$ cat config.mk
export PLATFORM = sky130hd
export DESIGN_NAME = pad_function_mux
export DESIGN_NICKNAME = d
export VERILOG_FILES = /design/src/pad_mux_pkg.sv /design/src/pad_cell_ctl.sv /design/src/pad_function_mux.sv
export SDC_FILE = /design/constraint.sdc
export NUM_CORES = 1
export LEC_CHECK = 0
export ABC_AREA = 1
export BUFFER_PORTS_ARGS = -buffer_cell sky130_fd_sc_hd__buf_2
export CAP_MARGIN = 30
export CORE_UTILIZATION = 50
export CTS_CLUSTER_DIAMETER = 120
export DETAILED_ROUTE_END_ITERATION = 12
export GPL_ROUTABILITY_DRIVEN = 0
export PLACE_DENSITY = 0.9
export REMOVE_ABC_BUFFERS = 1
export SLEW_MARGIN = 25
export SYNTH_ARGS = -nofsm -noshare
export SYNTH_HDL_FRONTEND = slang
export SYNTH_SLANG_ARGS = --single-unit
$ cat constraint.sdc
create_clock -name core_clk -period 4.5 [get_ports core_clk]
set_clock_uncertainty 0.2 [all_clocks]
set_input_delay 1.125 -clock core_clk [delete_from_list [all_inputs] [get_ports core_clk]]
set_output_delay 1.125 -clock core_clk [all_outputs]
set_load 0.01 [all_outputs]
$ cat src/pad_mux_pkg.sv
package pad_mux_pkg;
  // pad function encodings
  localparam logic [3:0] SEL_GPIO = 4'h0;
  localparam logic [3:0] SEL_1 = 4'h1;
  localparam logic [3:0] SEL_3 = 4'h3;
  localparam logic [3:0] SEL_4 = 4'h4;
  localparam logic [3:0] SEL_5 = 4'h5;
  localparam logic [3:0] SEL_6 = 4'h6;
  localparam logic [3:0] SEL_7 = 4'h7;
  localparam logic [3:0] SEL_12 = 4'hc;
  localparam logic [3:0] SEL_13 = 4'hd;
  localparam logic [3:0] SEL_RESET = 4'h0;
  localparam int NUM_PADS = 5;
  // sleep pad-state choices
  localparam logic [1:0] PS_HIZ = 2'h0;
  localparam logic [1:0] PS_PULL = 2'h1;
  localparam logic [1:0] PS_DRIVE = 2'h2;
  localparam logic [1:0] PS_RESET = 2'h0;
  // driver kind type; the decode does not use it
  typedef enum {
    drv_none_type,
    drv_push_type,
    drv_open_type,
    drv_input_type
  } drv_kind_type;
endpackage
$ cat src/pad_cell_ctl.sv
`timescale 1ns/100ps
// final pad driver: applies reset, hibernate and deep sleep overrides
module pad_cell_ctl
  import pad_mux_pkg::*;
(
  // power state
  input wire logic reset_input_low_sync,
  input wire logic hibernate,
  input wire logic deep_sleep_state,
  // sleep configuration
  input wire logic [1:0] sleep_mode,
  input wire logic sleep_level,
  input wire logic sleep_forced_valid,
  input wire logic sleep_forced_level,
  // active-mode drive
  input wire logic act_out,
  input wire logic act_oe_n,
  // pad
  output logic pad_out,
  output logic pad_oe_n,
  output logic pad_pull
);
  always_comb begin
    pad_out = act_out;
    pad_oe_n = act_oe_n;
    pad_pull = 1'b0;
    if (!reset_input_low_sync) begin
      pad_oe_n = 1'b1;
      pad_out = 1'b0;
    end else if (hibernate || (deep_sleep_state && !sleep_forced_valid)) begin
      pad_out = sleep_level;
      pad_oe_n = (sleep_mode != PS_DRIVE);
      pad_pull = (sleep_mode == PS_PULL);
    end else if (deep_sleep_state) begin
      pad_out = sleep_forced_level;
      pad_oe_n = 1'b0;
    end
  end
endmodule

$ cat src/pad_function_mux.sv
`timescale 1ns/100ps
// Overview of operation
// - pad4 gpio,hsync,i2c data,rx0,cap4
// - pad5 gpio,data4,i2c clk,spi clk,cap5
// - i2c pads open drain, never high outside deep sleep and hibernate
// - deep sleep fixed or configurable levels
// - hibernate configurable, reset makes hi-z
// - oscillator enable pad driven high, driven low while reset pin low
// - hibernate: enable pad hi-z pulled down
// - boot enables digital path automatically
// - adc switch off until configured
module pad_function_mux
  import pad_mux_pkg::*;
(
  // clock and reset
  input wire logic core_clk,
  input wire logic reset,
  // pad pins and power state
  input wire logic reset_input_low,
  input wire logic hibernate,
  input wire logic deep_sleep_state,
  input wire logic [NUM_PADS-1:0] pad_in,
  output logic [NUM_PADS-1:0] pad_out,
  output logic [NUM_PADS-1:0] pad_oe_n,
  output logic [NUM_PADS-1:0] pad_pull,
  // configuration
  input wire logic sel_we,
  input wire logic [2:0] sel_pad,
  input wire logic [3:0] sel_value,
  output logic [4*NUM_PADS-1:0] sel_state,
  input wire logic [2*NUM_PADS-1:0] sleep_mode,
  input wire logic [NUM_PADS-1:0] sleep_level,
  input wire logic adc_switch_req,
  output logic adc_switch_on,
  output logic digital_path_en,
  // oscillator enable pad
  output logic osc_enable_out,
  output logic osc_enable_oe_n,
  output logic osc_enable_pull_down,
  // peripheral outputs toward the pads
  input wire logic [NUM_PADS-1:0] gpio_out,
  input wire logic [NUM_PADS-1:0] gpio_oe_n,
  input wire logic i2c_scl_low,
  input wire logic i2c_sda_low,
  input wire logic timer_pwm_ch6,
  input wire logic timer_pwm_ch7,
  input wire logic card_clock_out,
  input wire logic card_command_out,
  input wire logic card_command_oe_n,
  input wire logic serial_port1_transmit,
  input wire logic serial_port0_transmit,
  input wire logic camera_pixel_clock_out,
  input wire logic audio_bit_clock,
  input wire logic audio_frame_sync,
  input wire logic generic_serial_clock,
  input wire logic generic_serial_clock_oe_n,
  // pad inputs toward the peripherals
  output logic [NUM_PADS-1:0] gpio_in,
  output logic i2c_scl_in,
  output logic i2c_sda_in,
  output logic card_command_line,
  output logic serial_port1_receive,
  output logic serial_port0_receive,
  output logic camera_vertical_sync_in,
  output logic camera_horizontal_sync_in,
  output logic camera_data_bit4_in,
  output logic generic_serial_clock_in,
  output logic timer_capture_ch1,
  output logic timer_capture_ch2,
  output logic timer_capture_ch3,
  output logic timer_capture_ch4,
  output logic timer_capture_ch5
);
  logic [3:0] sel_r [NUM_PADS];
  logic [NUM_PADS-1:0] in_s1_r;
  logic [NUM_PADS-1:0] in_s2_r;
  logic nrst_s1_r;
  logic nrst_s2_r;
  logic adc_r;
  logic boot_r;
  logic [NUM_PADS-1:0] act_out;
  logic [NUM_PADS-1:0] act_oe_n;
  logic [NUM_PADS-1:0] force_v;
  logic [NUM_PADS-1:0] force_l;

  // pins pass two flops before any logic reads them
  always_ff @(posedge core_clk) begin
    in_s1_r <= pad_in;
    in_s2_r <= in_s1_r;
    nrst_s1_r <= reset_input_low;
    nrst_s2_r <= nrst_s1_r;
  end

  always_ff @(posedge core_clk) begin
    if (reset) begin
      for (int i = 0; i < NUM_PADS; i++) sel_r[i] <= SEL_RESET;
    end else if (sel_we && sel_pad < 3'(NUM_PADS)) begin
      sel_r[sel_pad] <= sel_value;
    end
  end

  always_ff @(posedge core_clk) begin
    if (reset) boot_r <= 1'b0;
    else boot_r <= 1'b1;
  end
  assign digital_path_en = boot_r;

  // adc switch default off; closes only on request
  // switch held open unless pad4 digital driver is off
  always_ff @(posedge core_clk) begin
    if (reset) adc_r <= 1'b0;
    else adc_r <= adc_switch_req && act_oe_n[3];
  end
  assign adc_switch_on = adc_r;

  always_comb begin
    for (int i = 0; i < NUM_PADS; i++) sel_state[4*i +: 4] = sel_r[i];
  end

  assign osc_enable_out = !hibernate && nrst_s2_r;
  assign osc_enable_oe_n = hibernate;
  assign osc_enable_pull_down = hibernate;

  // active-mode output decode; unlisted codes leave the pad undriven
  always_comb begin
    act_out = '0;
    act_oe_n = '1;
    force_v = '0;
    force_l = '0;
    for (int i = 0; i < NUM_PADS; i++) begin
      if (sel_r[i] == SEL_GPIO) begin
        act_out[i] = gpio_out[i];
        act_oe_n[i] = gpio_oe_n[i];
      end
    end
    case (sel_r[0])
      SEL_1: act_oe_n[0] = !i2c_scl_low;
      SEL_3: begin act_out[0] = timer_pwm_ch6; act_oe_n[0] = 1'b0; end
      SEL_6: begin act_out[0] = card_clock_out; act_oe_n[0] = 1'b0; force_v[0] = 1'b1; end
      SEL_7: begin
        act_out[0] = serial_port1_transmit;
        act_oe_n[0] = 1'b0;
        force_v[0] = 1'b1;
        force_l[0] = 1'b1;
      end
      default: ;
    endcase
    case (sel_r[1])
      SEL_1: act_oe_n[1] = !i2c_sda_low;
      SEL_3: begin act_out[1] = timer_pwm_ch7; act_oe_n[1] = 1'b0; end
      SEL_4: begin
        act_out[1] = camera_pixel_clock_out;
        act_oe_n[1] = 1'b0;
        force_v[1] = 1'b1;
      end
      SEL_6: begin act_out[1] = 1'b0; act_oe_n[1] = card_command_oe_n | card_command_out; end
      SEL_13: begin act_out[1] = audio_frame_sync; act_oe_n[1] = 1'b0; end
      default: ;
    endcase
    case (sel_r[2])
      SEL_3: begin act_out[2] = audio_bit_clock; act_oe_n[2] = 1'b0; end
      SEL_5: act_oe_n[2] = !i2c_scl_low;
      SEL_7: begin
        act_out[2] = serial_port0_transmit;
        act_oe_n[2] = 1'b0;
        force_v[2] = 1'b1;
        force_l[2] = 1'b1;
      end
      default: ;
    endcase
    if (sel_r[3] == SEL_5) act_oe_n[3] = !i2c_sda_low;
    case (sel_r[4])
      SEL_5: act_oe_n[4] = !i2c_scl_low;
      SEL_7: begin act_out[4] = generic_serial_clock; act_oe_n[4] = generic_serial_clock_oe_n; end
      default: ;
    endcase
  end

  // input routing, idle values when not selected
  // registered so peripheral data comes from flops
  always_ff @(posedge core_clk) begin
    if (reset) begin
      gpio_in <= '0;
      i2c_scl_in <= 1'b1;
      i2c_sda_in <= 1'b1;
      card_command_line <= 1'b1;
      serial_port1_receive <= 1'b1;
      serial_port0_receive <= 1'b1;
      camera_vertical_sync_in <= 1'b0;
      camera_horizontal_sync_in <= 1'b0;
      camera_data_bit4_in <= 1'b0;
      generic_serial_clock_in <= 1'b0;
      timer_capture_ch1 <= 1'b0;
      timer_capture_ch2 <= 1'b0;
      timer_capture_ch3 <= 1'b0;
      timer_capture_ch4 <= 1'b0;
      timer_capture_ch5 <= 1'b0;
    end else begin
      for (int i = 0; i < NUM_PADS; i++) begin
        gpio_in[i] <= (sel_r[i] == SEL_GPIO) ? in_s2_r[i] : 1'b0;
      end
      // several pads may carry scl; any low one pulls the line low
      i2c_scl_in <= !((sel_r[0] == SEL_1 && !in_s2_r[0]) || (sel_r[2] == SEL_5 && !in_s2_r[2])
                      || (sel_r[4] == SEL_5 && !in_s2_r[4]));
      i2c_sda_in <= !((sel_r[1] == SEL_1 && !in_s2_r[1]) || (sel_r[3] == SEL_5 && !in_s2_r[3]));
      card_command_line <= (sel_r[1] == SEL_6) ? in_s2_r[1] : 1'b1;
      serial_port1_receive <= (sel_r[1] == SEL_7) ? in_s2_r[1] : 1'b1;
      serial_port0_receive <= (sel_r[3] == SEL_7) ? in_s2_r[3] : 1'b1;
      camera_vertical_sync_in <= (sel_r[2] == SEL_4) && in_s2_r[2];
      camera_horizontal_sync_in <= (sel_r[3] == SEL_4) && in_s2_r[3];
      camera_data_bit4_in <= (sel_r[4] == SEL_4) && in_s2_r[4];
      generic_serial_clock_in <= (sel_r[4] == SEL_7) && in_s2_r[4];
      timer_capture_ch1 <= (sel_r[0] == SEL_12) && in_s2_r[0];
      timer_capture_ch2 <= (sel_r[1] == SEL_12) && in_s2_r[1];
      timer_capture_ch3 <= (sel_r[2] == SEL_12) && in_s2_r[2];
      timer_capture_ch4 <= (sel_r[3] == SEL_12) && in_s2_r[3];
      timer_capture_ch5 <= (sel_r[4] == SEL_12) && in_s2_r[4];
    end
  end

  // per-pad power-state overrides
  for (genvar g = 0; g < NUM_PADS; g++) begin : g_pad
    pad_cell_ctl u_cell (
      .reset_input_low_sync(nrst_s2_r),
      .hibernate(hibernate),
      .deep_sleep_state(deep_sleep_state),
      .sleep_mode(sleep_mode[2*g +: 2]),
      .sleep_level(sleep_level[g]),
      .sleep_forced_valid(force_v[g]),
      .sleep_forced_level(force_l[g]),
      .act_out(act_out[g]),
      .act_oe_n(act_oe_n[g]),
      .pad_out(pad_out[g]),
      .pad_oe_n(pad_oe_n[g]),
      .pad_pull(pad_pull[g])
    );
  end

  a_i2c_open_drain: assert property (@(posedge core_clk) disable iff (reset)
    (sel_r[0] == SEL_1 && !pad_oe_n[0] && !deep_sleep_state && !hibernate) |-> !pad_out[0])
    else $error("i2c pad driven high");
  a_sel_reset: assert property (@(posedge core_clk) $fell(reset) |-> sel_r[0] == SEL_GPIO)
    else $error("encoding not gpio after reset");
  a_adc_reset: assert property (@(posedge core_clk) $fell(reset) |-> !adc_switch_on)
    else $error("adc switch on after reset");
  a_adc_hiz: assert property (@(posedge core_clk) disable iff (reset)
    adc_switch_on |-> $past(act_oe_n[3]))
    else $error("adc closed with pad driven");
  a_osc_hib: assert property (@(posedge core_clk)
    hibernate |-> osc_enable_oe_n && osc_enable_pull_down)
    else $error("oscillator pad not released");
  // tx held high on either transmit pad
  a_sleep_tx: assert property (@(posedge core_clk) disable iff (reset)
    (deep_sleep_state && !hibernate && nrst_s2_r && (sel_r[0] == SEL_7 || sel_r[2] == SEL_7))
    |-> (sel_r[0] != SEL_7 || (pad_out[0] && !pad_oe_n[0]))
    && (sel_r[2] != SEL_7 || (pad_out[2] && !pad_oe_n[2])))
    else $error("transmit pad not high in sleep");
  a_reset_hiz: assert property (@(posedge core_clk) !nrst_s2_r |-> &pad_oe_n)
    else $error("pad driven during reset");
  a_unsel_idle: assert property (@(posedge core_clk) disable iff (reset)
    $past(sel_r[0]) != SEL_12 |-> !timer_capture_ch1)
    else $error("capture active while unselected");
endmodule

# Yosys cells after proc, flatten, opt, wreduce, memory -nomap -nowiden
# Memory sizes are Yosys's and may differ from the RTL's.
# Index checks and enable logic that the tools add are counted.
[classes] n_lt_le_gt_ge=1 n_reduce_logical=58 bitwise=9 eq_ne=35 mux=72
[op_table] op="$mux W1" n=63
[op_table] op="$eq A4 B3 Y1 const B" n=14
[op_table] op="$eq A4 B4 Y1 const B" n=6
[op_table] op="$logic_and A1 B1 Y1" n=20
[op_table] op="$logic_not A4 Y1" n=5
[op_table] op="$reduce_or A2 Y1" n=10
[op_table] op="$logic_not A1 Y1" n=13
[op_table] op="$eq A4 B2 Y1 const B" n=3
[op_table] op="$eq A2 B1 Y1 const B" n=5
[op_table] op="$ne A2 B2 Y1 const B" n=5
[op_table] op="$eq A4 B1 Y1 const B" n=2
[op_table] op="$not A1 Y1" n=8
[op_table] op="$pmux W1 S2" n=4
[op_table] op="$logic_or A1 B1 Y1" n=7
[op_table] op="$pmux W1 S3" n=2
[op_table] op="$reduce_or A3 Y1" n=2
[op_table] op="$mux W4" n=1
[op_table] op="$pmux W1 S4" n=1
[op_table] op="$reduce_or A4 Y1" n=1
[op_table] op="$lt A3 B3 Y1 const B" n=1
[op_table] op="$mux W3" n=1
[op_table] op="$or A1 B1 Y1" n=1
[totals] mem_bits_rw=20 input_bits=58 elab_cells=201 register_bits=33 out_inout_bits=59 memories=1
[mem_list] memory="sel_r" depth=5 width=4 rd=5 rd_clocked_by_memory_dff=0 wr=5 line_no="pad_function_mux.sv:74" rtl="logic [3:0] sel_r [NUM_PADS];"

# Depth between registers and ports, before layout
# Gate-level depths: netlist of the first run.
# An unclocked memory read counts as a cell.
[depth] word_depth=9 depth_mapped=9 depth_no_buf=8

# Modules after synthesis
# A second synthesis of the first run with hierarchy kept.
[hier_totals] cells_unflattened=344 area_unflattened_um2=2542.4
[by_module_without_submodules] module="pad_function_mux" seq_area_each_um2=1261.2 area_per_inst_um2=2085.8 cells_each=234 n_inst=1
[by_module_without_submodules] module="pad_cell_ctl" seq_area_each_um2=0.0 area_per_inst_um2=91.3 cells_each=22 n_inst=5

# Worst setup path after synthesis of the first run
# OpenSTA, ideal clock, no wires.
[synth_path] path_type="in2out" startpoint="input port hibernate" endpoint="output port pad_oe_n[0]" path_stages=6 n_path_buf=1 setup_slack_ns=1.362 arrival_time_ns=1.813 required_ns=3.175 cell_sequence="nor2_2 -> inv_2 -> o21ai_1 -> a21oi_1 -> nand3b_1 -> buf_4"
[synth_between] elab_chain_len=3
[synth_rtl] element="start, declared" line_no="pad_function_mux.sv:20" rtl="input wire logic hibernate,"
[synth_rtl] element="$logic_or A1 B1 Y1" line_no="pad_cell_ctl.sv:30" rtl="end else if (hibernate || (deep_sleep_state && !sleep_forced_valid)) begin"
[synth_rtl] element="$mux W1" line_no="pad_cell_ctl.sv:30"
[synth_rtl] element="$mux W1" line_no="pad_cell_ctl.sv:27" rtl="if (!reset_input_low_sync) begin"
[synth_rtl] element="end, declared" line_no="pad_function_mux.sv:24" rtl="output logic [NUM_PADS-1:0] pad_oe_n,"
# No other way between the ends.

# Worst setup path after layout of the first run
[layout_path] startpoint="input port hibernate" endpoint="output port pad_out[1]"
[layout_between] elab_chain_len=3
[layout_rtl] element="$logic_or A1 B1 Y1" line_no="pad_cell_ctl.sv:30"
[layout_rtl] element="$mux W1" line_no="pad_cell_ctl.sv:30"
[layout_rtl] element="$mux W1" line_no="pad_cell_ctl.sv:27"
[layout_rtl] element="end, declared" line_no="pad_function_mux.sv:23" rtl="output logic [NUM_PADS-1:0] pad_out,"
# No other way between the ends.

==> results of run 1 <==
==> layout by cell type (no fill, tap or decap), types with 6 or more instances in the layout <==
master,netlist,layout
nand3_1,28,28
o21ai_0,7,7
dfxtp_1,33,33
inv_1,51,51
nor2_1,44,44
buf_2,1,116
nand2_1,51,51
nand4_1,11,11
nor4_1,10,10
nor2_2,6,6
edfxtp_1,20,20
nor3_1,6,6
==> state kept, by name, summed over array words and instances, names as in the netlist, 5 cells and up <==
signal / cells
in_s1_r: 5
in_s2_r: 5
sel_r: 20
gpio_in: 5
==> worst min path at each step <==
stage | start | to | slack (ns) | cells past startpoint
final | in_s1_r[3]$_DFF_P_ | in_s2_r[3]$_DFF_P_ | 0.13 | 0
after global routing | in_s1_r[3]$_DFF_P_ | in_s2_r[3]$_DFF_P_ | 0.14 | 0
after CTS | in_s1_r[3]$_DFF_P_ | in_s2_r[3]$_DFF_P_ | 0.13 | 0
after detailed placement | in_s1_r[3]$_DFF_P_ | in_s2_r[3]$_DFF_P_ | 0.11 | 0
after global placement | in_s1_r[4]$_DFF_P_ | in_s2_r[4]$_DFF_P_ | 0.11 | 0
after floorplan | in_s1_r[0]$_DFF_P_ | in_s2_r[0]$_DFF_P_ | 0.11 | 0
==> layer usage <==
metal  GRT usage  vias to the layer above  share of wire
met5           0                        -              0
met4      0.0871                        0          0.018
met3      0.0431                       10          0.077
met2       0.414                      112           0.50
met1       0.280                     1084           0.40
li1            -                     1191              -
==> area by class of cell <==
cell class              instances  area, µm²  share of cell area
well taps                      67       83.8              0.0272
repair buffers                117        588               0.191
flip-flops and latches         53       1260               0.409
clock inverters                 1       5.00             0.00162
clock buffers                   7       97.6              0.0316
multi-input cells             181        853               0.277
inverters                      52        195              0.0633
==> power by group through the flow <==
| stage | clock network (mW) | logic (mW) | registers [mW] |
|---|---|---|---|
| after floorplan | 0 | 0.0648 | 0.550 |
| after global placement | 0 | 0.137 | 0.545 |
| after detailed placement | 0 | 0.141 | 0.546 |
| after CTS | 0.291 | 0.141 | 0.535 |
| after global routing | 0.307 | 0.157 | 0.538 |
| final | 0.285 | 0.142 | 0.535 |
==> cell families after synthesis <==
kind of cell,Yosys count,synth area share
AND/OR/NAND/NOR,159,0.293
AO/OA/AOI/OAI,22,0.0545
flip-flops,53,0.513
buffers and inverters,72,0.140
==> metrics.md, run 1 <==
| Metric | Value |
|---|---|
| # rows | `25` |
| Core ar. | `0.00472 mm²` |
| Max Fclk | `290 MHz` |
| Post-synth ARST share | `0` |
| First-pass GRT wire length | `9410 µm` |
| Placed Area | `0.00298 mm²` |
| Main synth FF type | `dfxtp_1` |
| #FFs+latches synth | `53` |
| Synth Cell Area | `0.00246 mm²` |
| Final min period | `3.45 ns` |
| Initial Utilization | `0.520` |
| Non-Filler Instances | `478` |
| Clock slew at reported path FFs | `0.08 ns` |
| Number of synthesized flops with an enable pin | `20` |
| FF-to-FF setup slack | `2.99 ns` |
| WP buf/inv | `3` |
| Largest net degree at the start of global routing | `17` |
| Worst-skew pair later-pin latency | `a little under 0.3 ns` |
| Slew @ Worst Pin | `0.439 ns` |
| DRT Wirelength | `6170 µm` |
| Crit. End Element | `output pin` |
| CTS max path bufs | `2` |
| Synth top area cells | `dfxtp_1, edfxtp_1, inv_1` |
| Worst min path class | `flip-flop to flip-flop` |
| Kind of start point of the critical path | `primary input` |
| Max Fanout on Critical Path | `12` |
| Levels on crit path | `7` |
| GR Overflow Total | `0` |
| DP Wirelength | `4960 µm` |
| PnR worst setup slack | `1.05 ns` |
| Synthesized instance count | `306` |
| Comb power frac | `0.147` |
| Reg-to-reg critical path endpoint | `i2c_scl_in$_SDFF_PP1_` |
| RSZ-0062 raised after global routing | `false` |
| Vias | `2,397` |
| FILL cells | `about 400` |
| Tot GR Track Use | `0.233` |
| Most frequent cells after synthesis | `inv_1, nand2_1, nor2_1` |
| Sequential power share | `0.556` |
| Total Negative Setup Slacks | `0 ns` |
| H-tree levels | `2` |
| Switching Fraction | `0.256` |
| Clock root buffer | `clkbuf_8` |
| Share of cells above drive strength 1 | `0.324` |
| Die Wd | `roughly 72 µm` |
| Maximum vdd drop | `0.000177 V` |
| Post-Place Worst Slack | `~1.1 ns` |
| Die height | `72.1 µm` |
| Final Hold Fails | `0` |
| Final setup viols | `0` |
| I/O pin count | `about 120` |
| Crit Path Category | `primary input to output pin` |
| DIE AREA | `approximately 0.0052 mm²` |
| Cell-internal power | `716 µW` |
| Register area share after synthesis | `0.513` |
| DR WL/cell | `approximately 13 µm` |
| Critical path's top delay family | `buffers and inverters` |
| Most used cell along the critical path | `buf_2` |
| P&R area growth vs syn | `25.5%` |
| Design area | `between 0.003 and 0.004 mm²` |
| Synth unique cells | `27` |
| TritonRoute pass-1 iters | `4` |
| WP data required | `around 3.2 ns` |
| CP Capture Point | `pad_out[1]` |
| Post-synthesis average cell area | `8.03 µm²` |
| Clock power frac | `0.296` |
| Reg2reg start | `sel_r[0][2]$_SDFFCE_PN0P_` |
| Worst path slowest cell | `a31oi_1` |
| Cell taking the most area after synthesis | `dfxtp_1` |
| Leakage | `about 1.6 nW` |
| Reg2Reg Depth | `6` |
| Worst Setup SP | `hibernate` |
| CTS tree | `built` |
| Hold_buf cts | `0` |
| Final worst path period share | `0.766` |
| DRC Markers | `0` |
| CP cell instances | `buf_2 -> nor2_2 -> buf_4 -> a31oi_1 -> nand2_1 -> a21oi_2 -> buf_2` |
| Antenna-violating nets left | `0` |
| Final nets | `468` |
| Power Total | `962 µW` |
| Initial antenna violation count | `0` |
| Status | `complete, no violations` |
| Antenna diode count | `0` |
| Synth Warn # | `0` |
| Synth top area share | `0.269` |
| DR vias/cell | `5.01` |
| CTS Sinks | `53` |
| Slew Limit Headroom | `0.707` |
| Data arrival time of the critical path | `roughly 2.1 ns` |
| Fin util | `0.653` |
| Max-cap viol count | `0` |
| DR iter-0 viols | `169` |
| Inst Count DP | `470` |
| Hold WS | `0.132 ns` |
| Post-CTS setup repair buffer count | `0` |
| Post-CTS resize count | `0` |
| Largest stage delay, worst path | `0.24 ns` |
| Net Sw Power | `246 µW` |
| CTS Buf Count | `5` |
| Number of global-route vias before repair | `between 2,000 and 2,500` |
| Final Slew Violations | `0` |
| # port buffers | `~120` |
| Pwr dens | `312 mW/mm²` |
Note: power is estimated with default switching activity, not from simulation.
==> run 2, diff against run 1 <==
Settings changed: ABC_AREA 1 to 0, CORE_UTILIZATION 50 to 46, PLACE_DENSITY 0.9 to 0.84.
Clock period 4.5 ns to 3.5 ns, I/O delays scaled along.
==> run 2 against run 1 <==
  * Sequential share of layout area increased by 0.74 points
  * Hold slack improved by 0.00068 ns
  * Global-route usage decreased by 2.6 points
  * Critical path depth decreased by 2
  * Via count decreased by 10%
  * First-iteration DRC count decreased by 31%
  * Combinational power increased by 12%
  * Clock power increased by 11%
  * Area after synthesis about the same
  * Count of clock-buffer cells in the layout decreased by 2
  * Critical path type unchanged
==> metrics.md, run 2 <==
| Metric | Value |
|---|---|
| Hold WS | `between 0.1 and 0.15 ns` |
| DRC Markers | `0` |
| Number of global-route vias before repair | `1,883` |
| Final Hold Fails | `0` |
| Pwr dens | `around 390 mW/mm²` |
| FF-to-FF setup slack | `1.92 ns` |
| DIE AREA | `0.00564 mm²` |
| Worst path slowest cell | `or2_1` |
| DP Wirelength | `between 4000 and 5000 µm` |
| CTS Buf Count | `5` |
| Synth unique cells | `53` |
| Synth top area share | `0.269` |
| Cell taking the most area after synthesis | `dfxtp_1` |
| PnR worst setup slack | `0.389 ns` |
| Number of synthesized flops with an enable pin | `20` |
| # port buffers | `~120` |
| Post-Place Worst Slack | `0.392 ns` |
| Final Slew Violations | `0` |
| DR iter-0 viols | `about 120` |
| Crit Path Category | `primary input to output pin` |
| Main synth FF type | `dfxtp_1` |
| Leakage | `1.33 nW` |
| Share of cells above drive strength 1 | `0.367` |
| Post-synthesis average cell area | `9.86 µm²` |
| Largest net degree at the start of global routing | `17` |
| Worst-skew pair later-pin latency | `0.29 ns` |
| Final setup viols | `0` |
| Post-CTS setup repair buffer count | `0` |
| TritonRoute pass-1 iters | `4` |
| Die Wd | `75.1 µm` |
| Largest stage delay, worst path | `0.41 ns` |
| Register name with the most flops | `sel_r` |
| Max Fanout on Critical Path | `11` |
| First-pass GRT wire length | `between 8000 and 9000 µm` |
| Worst Setup SP | `hibernate` |
| Total Negative Setup Slacks | `0 ns` |
| Worst min path class | `flip-flop to flip-flop` |
| Initial Utilization | `0.478` |
| Maximum vdd drop | `about 0.00020 V` |
| Final worst path period share | `0.889` |
| Crit. End Element | `output pin` |
| Final nets | `just over 400` |
| DR vias/cell | `~5.2` |
| Antenna-violating nets left | `0` |
| GR Overflow Total | `0` |
| Reg2reg start | `sel_r[1][2]$_SDFFCE_PN0P_` |
| Most common cell after layout, fill and taps aside | `buf_2` |
| CTS Sinks | `between 50 and 60` |
| Status | `complete, no violations` |
| Most used cell along the critical path | `buf_2` |
| Max Fclk | `321 MHz` |
| Clock slew at reported path FFs | `~0.09 ns` |
| Slew Limit Headroom | `0.601` |
| CP cell instances | `buf_2 -> or2_1 -> and4b_1 -> a41oi_1 -> buf_2` |
| WP data required | `2.42 ns` |
| Inst Count DP | `408` |
| Vias | `2,157` |
| Most frequent cells after synthesis | `dfxtp_1, and2_1, edfxtp_1` |
| DRT Wirelength | `5820 µm` |
| Kind of start point of the critical path | `primary input` |
| Clock root buffer | `clkbuf_8` |
| Die height | `75.1 µm` |
| Post-synth ARST share | `0` |
| Post-CTS resize count | `0` |
| Reg-to-reg critical path endpoint | `i2c_sda_in$_SDFF_PP1_` |
| H-tree levels | `2` |
| Slew @ Worst Pin | `0.597 ns` |
| Core ar. | `0.00514 mm²` |
| Tot GR Track Use | `0.207` |
| Synth Cell Area | `about 0.0025 mm²` |
| Hold_buf cts | `0` |
| Max-cap viol count | `0` |
| # rows | `26` |
| Final min period | `3.11 ns` |
| Most frequent cells in the layout | `buf_2, dfxtp_1, and2_1` |
| Reg2Reg Depth | `3` |
| CTS tree | `built` |
| P&R area growth vs syn | `23.3%` |
| DR WL/cell | `14.0 µm` |
| CTS max path bufs | `2` |
| CP Capture Point | `pad_oe_n[4]` |
| Non-Filler Instances | `416` |
| Top-count cell post-synth | `dfxtp_1` |
| Synthesized instance count | `249` |
| #FFs+latches synth | `53` |
| Initial antenna violation count | `0` |
| Data arrival time of the critical path | `2.04 ns` |
| Synth Warn # | `0` |
| RSZ-0062 raised after global routing | `false` |
| Antenna diode count | `0` |
| Register area share after synthesis | `0.513` |
| I/O pin count | `117` |
| Synth top area cells | `dfxtp_1, edfxtp_1, and2_1` |
| Max reg flops | `20` |
[run 2: cell count changes after synthesis, moves of 7 or more]
cell     change
and2_1      +21
nand4_1      -8
inv_1       -46
nor3b_1      +7
nor4_1       -8
nand3_1     -21
nor2_1      -32
nor3_1      +12
o21ai_1      +7
nand2_1     -35
[run 2: area by class of cell]
cell class / instances / area, µm²
flip-flops and latches: 53 / 1260
well taps: 70 / 87.6
inverters: 7 / 26.3
clock inverters: 3 / 12.5
fillers: 479 / 2110
repair buffers: 116 / 581
clock buffers: 5 / 68.8
multi-input cells: 162 / 992
[run 2: stage by stage]
stage	power, mW	area, µm²	utilization
after floorplan	0.782	2280	-
after global routing	1.23	3030	0.589
after detailed placement	0.874	2950	0.574
after CTS	1.19	3030	0.589
final	1.18	3030	0.589
after global placement	0.870	2950	0.574
[run 2: worst min path at each step]
stage | startpoint | to | depth (start not counted)
6_report | nrst_s1_r$_DFF_P_ | nrst_s2_r$_DFF_P_ | 0
5_1_grt | in_s1_r[2]$_DFF_P_ | in_s2_r[2]$_DFF_P_ | 0
4_1_cts | nrst_s1_r$_DFF_P_ | nrst_s2_r$_DFF_P_ | 0
3_5_place_dp | nrst_s1_r$_DFF_P_ | nrst_s2_r$_DFF_P_ | 0
3_3_place_gp | in_s1_r[4]$_DFF_P_ | in_s2_r[4]$_DFF_P_ | 0
2_1_floorplan | in_s1_r[0]$_DFF_P_ | in_s2_r[0]$_DFF_P_ | 0
[run 2: cells by family (layout without fill, tap and decap cells)]
family                    Yosys count  in the layout  share of synthesized area
AOI/OAI and AO/OA                  40             40                      0.111
xor gates and xnor gates            1              1                    0.00357
and+or+nand+nor                   119            119                      0.281
DFF                                53             53                      0.513
buffers and inverters              34            131                     0.0825
muxes                               2              2                    0.00815
[run 2: power breakdown]
group | internal (mW) | switching (mW)
clock | 0.135 | 0.182
combinational | 0.0747 | 0.0840
sequential | 0.666 | 0.0356
[run 2: per-layer routing]
layer | share of wire | track usage | vias to the layer above
met4 | 0.033 | 0.117 | 0
met5 | 0 | 0 | -
li1 | - | - | 1072
met2 | 0.49 | 0.349 | 88
met1 | 0.42 | 0.244 | 984
met3 | 0.057 | 0.0469 | 13
[run 2: critical path: cells and delay by family]
kind / cells / cell delay [ns]
AO/OA/AOI/OAI: 1 / 0.15
AND/OR/NAND/NOR: 2 / 0.68
buffers and inverters: 2 / 0.33
